File: src/lgocd_pkg.sv
// Constants for the lock-gated output and channel 0 divider block
package lgocd_pkg;
	localparam int          ADDR_W        = 10;
	localparam int          DATA_W        = 8;
	localparam int          N_OUT         = 12;
	localparam int          N_LOW_OUT     = 8;
	localparam int          N_HIGH_OUT    = 4;
	localparam int          CNT_W         = 4;

	localparam logic [9:0]  OFS_GATE_LOW  = 10'h0FC;
	localparam logic [9:0]  OFS_GATE_HIGH = 10'h0FD;
	localparam logic [9:0]  OFS_DIV_PHASE = 10'h190;
	localparam logic [9:0]  OFS_DIV_CTRL  = 10'h191;
	localparam logic [9:0]  OFS_STATUS    = 10'h1FF;

	localparam logic [7:0]  RST_GATE      = 8'h00;
	localparam logic [7:0]  RST_DIV_PHASE = 8'h77;
	localparam logic [7:0]  RST_DIV_CTRL  = 8'h00;

	localparam int          LOW_MSB       = 7;
	localparam int          LOW_LSB       = 4;
	localparam int          HIGH_MSB      = 3;
	localparam int          HIGH_LSB      = 0;
	localparam int          BYPASS_BIT    = 7;
	localparam int          IGNORE_BIT    = 6;
	localparam int          FORCE_BIT     = 5;
	localparam int          START_BIT     = 4;
	localparam int          OFFSET_MSB    = 3;
	localparam int          OFFSET_LSB    = 0;
	localparam int          ST_DIV_BIT    = 0;
	localparam int          ST_LOCK_BIT   = 1;
	localparam int          ST_HOLD_BIT   = 2;

	localparam logic [3:0]  CNT_ZERO      = 4'h0;
	localparam logic [3:0]  CNT_ONE       = 4'h1;

	typedef enum logic [1:0]
	{
		LGOCD_HOLD   = 2'b00,
		LGOCD_OFFSET = 2'b01,
		LGOCD_LOW    = 2'b10,
		LGOCD_HIGH   = 2'b11
	} lgocd_div_state_t;
endpackage : lgocd_pkg

File: src/lgocd_div_if.sv
// Carrier between the register file and the channel 0 divider
`timescale 1ns/10ps
`default_nettype none
interface lgocd_div_if;
	logic [3:0] low_len;
	logic [3:0] high_len;
	logic       bypass;
	logic       ignore_align;
	logic       force_level;
	logic       start_level;
	logic [3:0] phase_offset;
	logic       align_level;
	logic       div_level;
	logic       holding;

	modport ctrl
	(
		output low_len, high_len, bypass, ignore_align, force_level, start_level,
		output phase_offset, align_level,
		input  div_level, holding
	);
	modport div
	(
		input  low_len, high_len, bypass, ignore_align, force_level, start_level,
		input  phase_offset, align_level,
		output div_level, holding
	);
endinterface : lgocd_div_if
`default_nettype wire

File: src/lgocd_top.sv
// Lock-gated output enables, register file and channel 0 divider output
`timescale 1ns/10ps
`default_nettype none
module lgocd_top
#(
	parameter int N_OUT = lgocd_pkg::N_OUT
)
(
	// Clock and asynchronous reset
	input  wire logic                         mclk,
	input  wire logic                         resetn,
	// Byte-wide register port
	input  wire logic [lgocd_pkg::ADDR_W-1:0] reg_addr,
	input  wire logic [lgocd_pkg::DATA_W-1:0] reg_wdata,
	input  wire logic                         reg_write,
	input  wire logic                         reg_read,
	output logic      [lgocd_pkg::DATA_W-1:0] reg_rdata,
	// Pins and settings from outside this block
	input  wire logic                         lock_detect_level,
	input  wire logic                         align_pulse,
	input  wire logic [N_OUT-1:0]             other_powerdown,
	// Output enables and channel 0 divided clock
	output logic      [N_OUT-1:0]             clock_output_enable,
	output logic                              divider_clock
);
	// Gate fields fill one byte register and the low half of a second
	if (N_OUT != lgocd_pkg::N_LOW_OUT + lgocd_pkg::N_HIGH_OUT)
		$error("lgocd_top: N_OUT must equal 12");
	// The decoder compares ten-bit offsets and the registers are bytes
	if (lgocd_pkg::ADDR_W != 10)
		$error("lgocd_top: address width must be 10");
	if (lgocd_pkg::DATA_W != 8)
		$error("lgocd_top: data width must be 8");
	// The phase counter holds a four-bit length or offset
	if (lgocd_pkg::CNT_W != 4)
		$error("lgocd_top: counter width must be 4");

	// Register file state and next values
	logic [7:0] gate_low_reg,  gate_low_next;
	logic [7:0] gate_high_reg, gate_high_next;
	logic [7:0] div_phase_reg, div_phase_next;
	logic [7:0] div_ctrl_reg,  div_ctrl_next;
	logic [7:0] rdata_reg,     rdata_next;
	// Two-flop synchronisers for the pins
	logic       align_s1_reg,  align_s2_reg;
	logic       lock_s1_reg,   lock_s2_reg;
	// Retimed divider level and flattened gate bits
	logic       div_out_reg;
	logic [N_OUT-1:0] gate_bits;

	// Settings and status shared with the divider
	lgocd_div_if dif ();

	// Register decode, shared by write and read paths
	// Exact match on all address bits, so no aliases exist
	function automatic logic hit(input logic [9:0] a, input logic [9:0] ofs);
		hit = (a == ofs);
	endfunction : hit

	// Register write next values
	// Unused upper bits of the high gate register are stored as zero,
	// so software reads back exactly what the gating logic uses
	always_comb
	begin
		gate_low_next  = gate_low_reg;
		gate_high_next = gate_high_reg;
		div_phase_next = div_phase_reg;
		div_ctrl_next  = div_ctrl_reg;
		if (reg_write)
		begin
			if (hit(reg_addr, lgocd_pkg::OFS_GATE_LOW))
				gate_low_next = reg_wdata;
			if (hit(reg_addr, lgocd_pkg::OFS_GATE_HIGH))
				gate_high_next = {4'h0, reg_wdata[lgocd_pkg::N_HIGH_OUT-1:0]};
			if (hit(reg_addr, lgocd_pkg::OFS_DIV_PHASE))
				div_phase_next = reg_wdata;
			if (hit(reg_addr, lgocd_pkg::OFS_DIV_CTRL))
				div_ctrl_next = reg_wdata;
		end
	end

	// Read data, registered; unmapped addresses read zero.
	// The status byte at the top offset is read-only: bit 0 divider
	// level, bit 1 synchronised lock level, bit 2 divider parked in hold.
	// A read in the same cycle as a write sees the older value.
	always_comb
	begin
		rdata_next = rdata_reg;
		if (reg_read)
		begin
			rdata_next = 8'h00;
			if (hit(reg_addr, lgocd_pkg::OFS_GATE_LOW))
				rdata_next = gate_low_reg;
			if (hit(reg_addr, lgocd_pkg::OFS_GATE_HIGH))
				rdata_next = gate_high_reg;
			if (hit(reg_addr, lgocd_pkg::OFS_DIV_PHASE))
				rdata_next = div_phase_reg;
			if (hit(reg_addr, lgocd_pkg::OFS_DIV_CTRL))
				rdata_next = div_ctrl_reg;
			if (hit(reg_addr, lgocd_pkg::OFS_STATUS))
			begin
				rdata_next[lgocd_pkg::ST_DIV_BIT]  = dif.div_level;
				rdata_next[lgocd_pkg::ST_LOCK_BIT] = lock_s2_reg;
				rdata_next[lgocd_pkg::ST_HOLD_BIT] = dif.holding;
			end
		end
	end

	// Register file; gate bits clear at reset
	// Divider settings reset to eight-cycle low and high phases
	// gating off by default
	always_ff @(posedge mclk or negedge resetn)
	begin
		if (!resetn)
		begin
			gate_low_reg  <= lgocd_pkg::RST_GATE;
			gate_high_reg <= lgocd_pkg::RST_GATE;
			div_phase_reg <= lgocd_pkg::RST_DIV_PHASE;
			div_ctrl_reg  <= lgocd_pkg::RST_DIV_CTRL;
			rdata_reg     <= 8'h00;
		end
		else
		begin
			gate_low_reg  <= gate_low_next;
			gate_high_reg <= gate_high_next;
			div_phase_reg <= div_phase_next;
			div_ctrl_reg  <= div_ctrl_next;
			rdata_reg     <= rdata_next;
		end
	end
	assign reg_rdata = rdata_reg;

	// Pin synchronisers; lock copy only feeds the status read
	// The alignment pin passes both flops before the divider sees it,
	// otherwise a level changing near the edge could split the state
	always_ff @(posedge mclk or negedge resetn)
	begin
		if (!resetn)
		begin
			align_s1_reg <= 1'b0;
			align_s2_reg <= 1'b0;
			lock_s1_reg  <= 1'b0;
			lock_s2_reg  <= 1'b0;
		end
		else
		begin
			align_s1_reg <= align_pulse;
			align_s2_reg <= align_s1_reg;
			lock_s1_reg  <= lock_detect_level;
			lock_s2_reg  <= lock_s1_reg;
		end
	end

	// Divider settings fanned out from the registers
	// Length changes take effect at the divider's next phase reload, so a
	// length written mid-phase does not cut the running phase short
	assign dif.low_len      = div_phase_reg[lgocd_pkg::LOW_MSB:lgocd_pkg::LOW_LSB];
	assign dif.high_len     = div_phase_reg[lgocd_pkg::HIGH_MSB:lgocd_pkg::HIGH_LSB];
	assign dif.bypass       = div_ctrl_reg[lgocd_pkg::BYPASS_BIT];
	assign dif.ignore_align = div_ctrl_reg[lgocd_pkg::IGNORE_BIT];
	assign dif.force_level  = div_ctrl_reg[lgocd_pkg::FORCE_BIT];
	assign dif.start_level  = div_ctrl_reg[lgocd_pkg::START_BIT];
	assign dif.phase_offset = div_ctrl_reg[lgocd_pkg::OFFSET_MSB:lgocd_pkg::OFFSET_LSB];
	assign dif.align_level  = align_s2_reg;

	lgocd_divider u_div
	(
		.mclk   (mclk),
		.resetn (resetn),
		.dif    (dif.div)
	);

	// Retime divider level so the output comes from a flip-flop
	// It also hides the force-level switch from the loads' timing
	always_ff @(posedge mclk or negedge resetn)
	begin
		if (!resetn)
			div_out_reg <= 1'b0;
		else
			div_out_reg <= dif.div_level;
	end

	// Bypass routes the input clock straight out; a mux on a clock can
	// glitch when the bit flips, so change it only while loads are off
	// bypass routing
	assign divider_clock = dif.bypass ? mclk : div_out_reg;

	assign gate_bits = {gate_high_reg[lgocd_pkg::N_HIGH_OUT-1:0], gate_low_reg};

	// Lock gating is combinational on purpose: power-down must follow
	// the lock level without waiting for a clock edge.
	// A glitch on the raw pin reaches the enables directly, so the
	// lock detector must drive a clean level
	for (genvar i = 0; i < N_OUT; i++)
	begin : g_gate
		assign clock_output_enable[i] = ~other_powerdown[i] & (~gate_bits[i] | lock_detect_level);
	end
endmodule : lgocd_top
`default_nettype wire

File: src/lgocd_divider.sv
// Channel 0 divider: programmable low/high phases, alignment hold and offset
`timescale 1ns/10ps
`default_nettype none
module lgocd_divider
(
	input  wire logic  mclk,
	input  wire logic  resetn,
	lgocd_div_if.div   dif
);
	lgocd_pkg::lgocd_div_state_t state_reg, state_next;
	logic [3:0]                  cnt_reg,   cnt_next;
	logic                        level_reg, level_next;
	logic                        obey;

	// Alignment pulse only counts when the ignore bit is clear
	// obey alignment pulse
	assign obey = dif.align_level & ~dif.ignore_align;

	// Next-state logic of the phase sequencer
	always_comb
	begin
		state_next = state_reg;
		cnt_next   = cnt_reg;
		level_next = level_reg;
		if (obey)
		begin
			// Held at start level while aligned
			// start level choice
			state_next = lgocd_pkg::LGOCD_HOLD;
			cnt_next   = lgocd_pkg::CNT_ZERO;
			level_next = dif.start_level;
		end
		else
		begin
			case (state_reg)
				lgocd_pkg::LGOCD_HOLD:
				begin
					state_next = lgocd_pkg::LGOCD_OFFSET;
					cnt_next   = dif.phase_offset;
					level_next = dif.start_level;
				end
				lgocd_pkg::LGOCD_OFFSET:
				begin
					if (cnt_reg == lgocd_pkg::CNT_ZERO)
					begin
						state_next = dif.start_level ? lgocd_pkg::LGOCD_HIGH : lgocd_pkg::LGOCD_LOW;
						cnt_next   = dif.start_level ? dif.high_len : dif.low_len;
						level_next = dif.start_level;
					end
					else
						cnt_next = cnt_reg - lgocd_pkg::CNT_ONE;
				end
				lgocd_pkg::LGOCD_LOW:
				begin
					if (cnt_reg == lgocd_pkg::CNT_ZERO)
					begin
						state_next = lgocd_pkg::LGOCD_HIGH;
						cnt_next   = dif.high_len;
						level_next = 1'b1;
					end
					else
						cnt_next = cnt_reg - lgocd_pkg::CNT_ONE;
				end
				lgocd_pkg::LGOCD_HIGH:
				begin
					if (cnt_reg == lgocd_pkg::CNT_ZERO)
					begin
						state_next = lgocd_pkg::LGOCD_LOW;
						cnt_next   = dif.low_len;
						level_next = 1'b0;
					end
					else
						cnt_next = cnt_reg - lgocd_pkg::CNT_ONE;
				end
				default:
				begin
					state_next = lgocd_pkg::LGOCD_HOLD;
					cnt_next   = lgocd_pkg::CNT_ZERO;
					level_next = 1'b0;
				end
			endcase
		end
		// Bypass powers the divider down, so it parks in hold
		// divider powered down
		if (dif.bypass)
		begin
			state_next = lgocd_pkg::LGOCD_HOLD;
			cnt_next   = lgocd_pkg::CNT_ZERO;
			level_next = dif.start_level;
		end
	end

	// Sequencer registers
	always_ff @(posedge mclk or negedge resetn)
	begin
		if (!resetn)
		begin
			state_reg <= lgocd_pkg::LGOCD_HOLD;
			cnt_reg   <= lgocd_pkg::CNT_ZERO;
			level_reg <= 1'b0;
		end
		else
		begin
			state_reg <= state_next;
			cnt_reg   <= cnt_next;
			level_reg <= level_next;
		end
	end

	// Force level overrides only while the ignored pulse is present
	// force level
	assign dif.div_level = (dif.ignore_align & dif.align_level) ? dif.force_level : level_reg;
	assign dif.holding   = (state_reg == lgocd_pkg::LGOCD_HOLD);
endmodule : lgocd_divider
`default_nettype wire

File: config.mk
export PLATFORM = sky130hd
export DESIGN_NAME = lgocd_top
export DESIGN_NICKNAME = d
export VERILOG_FILES = /design/src/lgocd_pkg.sv /design/src/lgocd_div_if.sv /design/src/lgocd_top.sv /design/src/lgocd_divider.sv
export SDC_FILE = /design/constraint.sdc
export NUM_CORES = 1
export LEC_CHECK = 0
export ABC_AREA = 1
export BUFFER_PORTS_ARGS = -buffer_cell sky130_fd_sc_hd__buf_2
export CORE_MARGIN = 8
export CORE_UTILIZATION = 51
export CTS_BUF_LIST = sky130_fd_sc_hd__clkbuf_4 sky130_fd_sc_hd__clkbuf_8
export DETAILED_ROUTE_END_ITERATION = 8
export PLACE_DENSITY = 0.89
export SYNTH_ARGS = -nofsm -noshare
export SYNTH_HDL_FRONTEND = slang
export SYNTH_HIERARCHICAL = 1
export SYNTH_SLANG_ARGS = --single-unit
File: constraint.sdc
create_clock -name mclk -period 1.2 [get_ports mclk]
set_input_delay 0 -clock mclk [delete_from_list [all_inputs] [get_ports mclk]]
set_output_delay 0 -clock mclk [all_outputs]
set_load 0.05 [all_outputs]
==> summary.txt <==
Drt
  – Vias/cell: 5.98
  – Avg WL per Cell: 19.0 µm
  – Antenna-violating nets left: 0
  – Final WL: 9830 µm
  – DRT Pass-1 Iters: 9
  – Via count: 3092
  – DRC viols: 0
  – DR iter-0 viols: 506

Critical path
  – Critical Path AT: 1310 ps
  – Crit end category: output port
  – Required time of the critical path: 1200 ps
  – Critical path peak fanout: 3
  – Setup crit start kind: flop
  – Setup Crit Path Kind: reg2out

Power
  – Pwr Density: 1560 mW/mm²
  – P_leak: 1.90 nW
  – VDD IR max: 0.00162 V

STA
  – Worst Max-Slew Pin Slew: 585 ps
  – Hold WS: 54.9 ps
  – Post-route minimum period: 1310 ps
  – Setup WS post-layout: -106 ps
  – RSZ-0062 raised after global routing: true
  – Tcrit/Tclk final: 1.09
  – Number of setup violations in the final report: 10
  – Slew headroom: 0.609
  – Pins over their slew limit: 0
  – Worst Clk Skew: 12.7 ps
  – FMAX: 766 MHz
  – Total negative slack: -332 ps
  – Final hold violations: 0

Clocking
  – TritonCTS clock tree: built
  – Worst-path clk slew: 100 ps
  – Clk Latency, worst-skew pair: 440 ps

Synthesis
  – Seq/Total Area, Yosys: 0.460
  – Synth Flop Type: dfrtp_1
  – Synth Net Count: 375
  – Adder-Cell Fraction of Synth Area: 0.00951
  – Cells taking the most area after synthesis: dfrtp_1 40%, nand2_1 13%, nand3_1 6.3%, dfstp_2 6.0%, inv_1 5.6%
  – Mux cell area share after synthesis: 0
  – Asr flop ratio synth: 1.00
  – Post-Synth XOR/XNOR Area: 0.00333
  – Syn Area/Cell: 7.80 µm²
  – Cells after synthesis: 337
  – Top cell type's share of synthesized area: 0.400
  – Post-Synth Simple-Gate Area: 0.327
  – Yosys cell types: 29
  – Yosys reg bits: 48
  – Yosys warning count: 6
  – Post-Syn Area: 0.00263 mm²
  – EDFF count, synth: 0
  – Largest family of logic cells by synthesized area: simple AND/OR/NAND/NOR gates
  – Largest area contributor in the netlist: dfrtp_1
  – Compound-Gate Fraction of Synth Area: 0.118

Place
  – Post-DP HPWL: 5560 µm
  – DP Cell Count: 472
  – RePlAce Congestion: 0.916
  – Port Buffers: 56

GRT
  – Largest net degree at the start of global routing: 23
  – Initial antenna violation count: 0
  – Tot GR Track Use: 0.224
  – Vias in the first global route: 2877
  – First-pass GRT wire length: 13500 µm
  – Grt total ovfl: 0

Outcome
  – Status: finished with violations
  – Failing checks: setup timing

Final layout
  – Commonest non-fill, non-tap cell in the layout: nand2_1
  – Share of post-route cells with drive strength above 1: 0.394
  – Area Overhead vs Synth: 44.9%
  – N_diodes: 0
  – Final Non-Filler Cells: 517
  – Nets: 484
  – Most frequent cells in the layout: 80 x nand2_1, 43 x buf_2, 41 x dfrtp_1

Floorplan
  – FP Rows: 26
  – Die X: 87.8 µm
  – IO Pins: 57
  – Die Area: 0.00771 mm²
  – Core area: 0.00504 mm²
  – Die Y: 87.8 µm
  – Initial Utilization: 0.522

Hold path
  – Hold Crit Class: in2reg

Run
  – MaxCap Viol Count: 0
critical path, cell delays in order, from the launching register on:
cell and delay [ps]:
dfrtp_1 480, a21oi_1 170, buf_4 220
Yosys cell counts (2+ instances only):
cell type	n
clkbuf_1	3
nor2_1	30
nand2_1	89
dfrtp_1	42
buf_6	3
o21ai_2	8
nand3_2	3
buf_2	2
nand4_1	15
dfstp_2	6
nand3_1	33
a21oi_1	18
inv_4	2
inv_1	39
nor2_4	4
o21ai_0	26
ha_1	2
cells by family (layout without fill, tap and decap cells):
family | count (synthesis) | count (layout)
flip-flops | 48 | 48
buffers and inverters | 50 | 160
AO/OA/AOI/OAI | 55 | 55
XOR/XNOR | 1 | 1
AND/OR/NAND/NOR | 181 | 181
adder cells (fa/ha/maj) | 2 | 2
layout make-up:
class,count,area (µm²)
sequential,48,1210
fill,325,1230
tap,70,87.6
clock inverter,3,50.0
timing repair buffer,106,802
multi-input combinational,239,1370
inverter,42,165
clock buffer,9,125
through the flow:
step	instance area [µm²]	utilization	setup WS, ps	total power [mW]
5_1_grt	3810	0.756	-145	6.23
3_3_place_gp	3100	0.614	39.4	3.41
4_1_cts	3540	0.702	-78.8	5.24
6_report	3810	0.756	-106	5.94
2_1_floorplan	2630	-	14.0	2.99
3_5_place_dp	3100	0.614	-62.0	3.49
final timing paths:
kind | slack, ps | to | start | cells after the start
setup / recovery | -110 | clock_output_enable[10] | gate_high_reg[2] | 2
hold / removal | 50 | reg_rdata[3] | reg_addr[5] | 6
setup reg to reg | -20 | u_div/cnt_reg[0] | u_div/cnt_reg[1] | 7
hold reg to reg | 350 | align_s2_reg | align_s1_reg | 0
max in group asynchronous | 550 | div_ctrl_reg[7] | resetn | 3
min in group asynchronous | 80 | gate_high_reg[2] | resetn | 2
metal layers:
layer	track usage	vias to the layer above	routed length, µm
li1	-	1327	-
met1	0.257	1400	3400
met2	0.372	275	4650
met3	0.0610	90	1130
met4	0.114	0	648
met5	0	-	0
power by group:
part           internal [mW]  total, mW  switching [mW]
Sequential              1.76       1.92           0.153
Combinational           1.01       2.39            1.38
Clock                  0.893       1.64           0.744
Total                   3.66       5.94            2.27
timing repair:
action,in CTS,in global routing
pin swaps,4,25
gates cloned,0,0
buffers inserted,9,12
hold buffers,13,0
resized for setup,28,52
endpoints found under the setup margin,21,25
hold endpoints to repair,85,0
(Power assumes the default switching activity.)
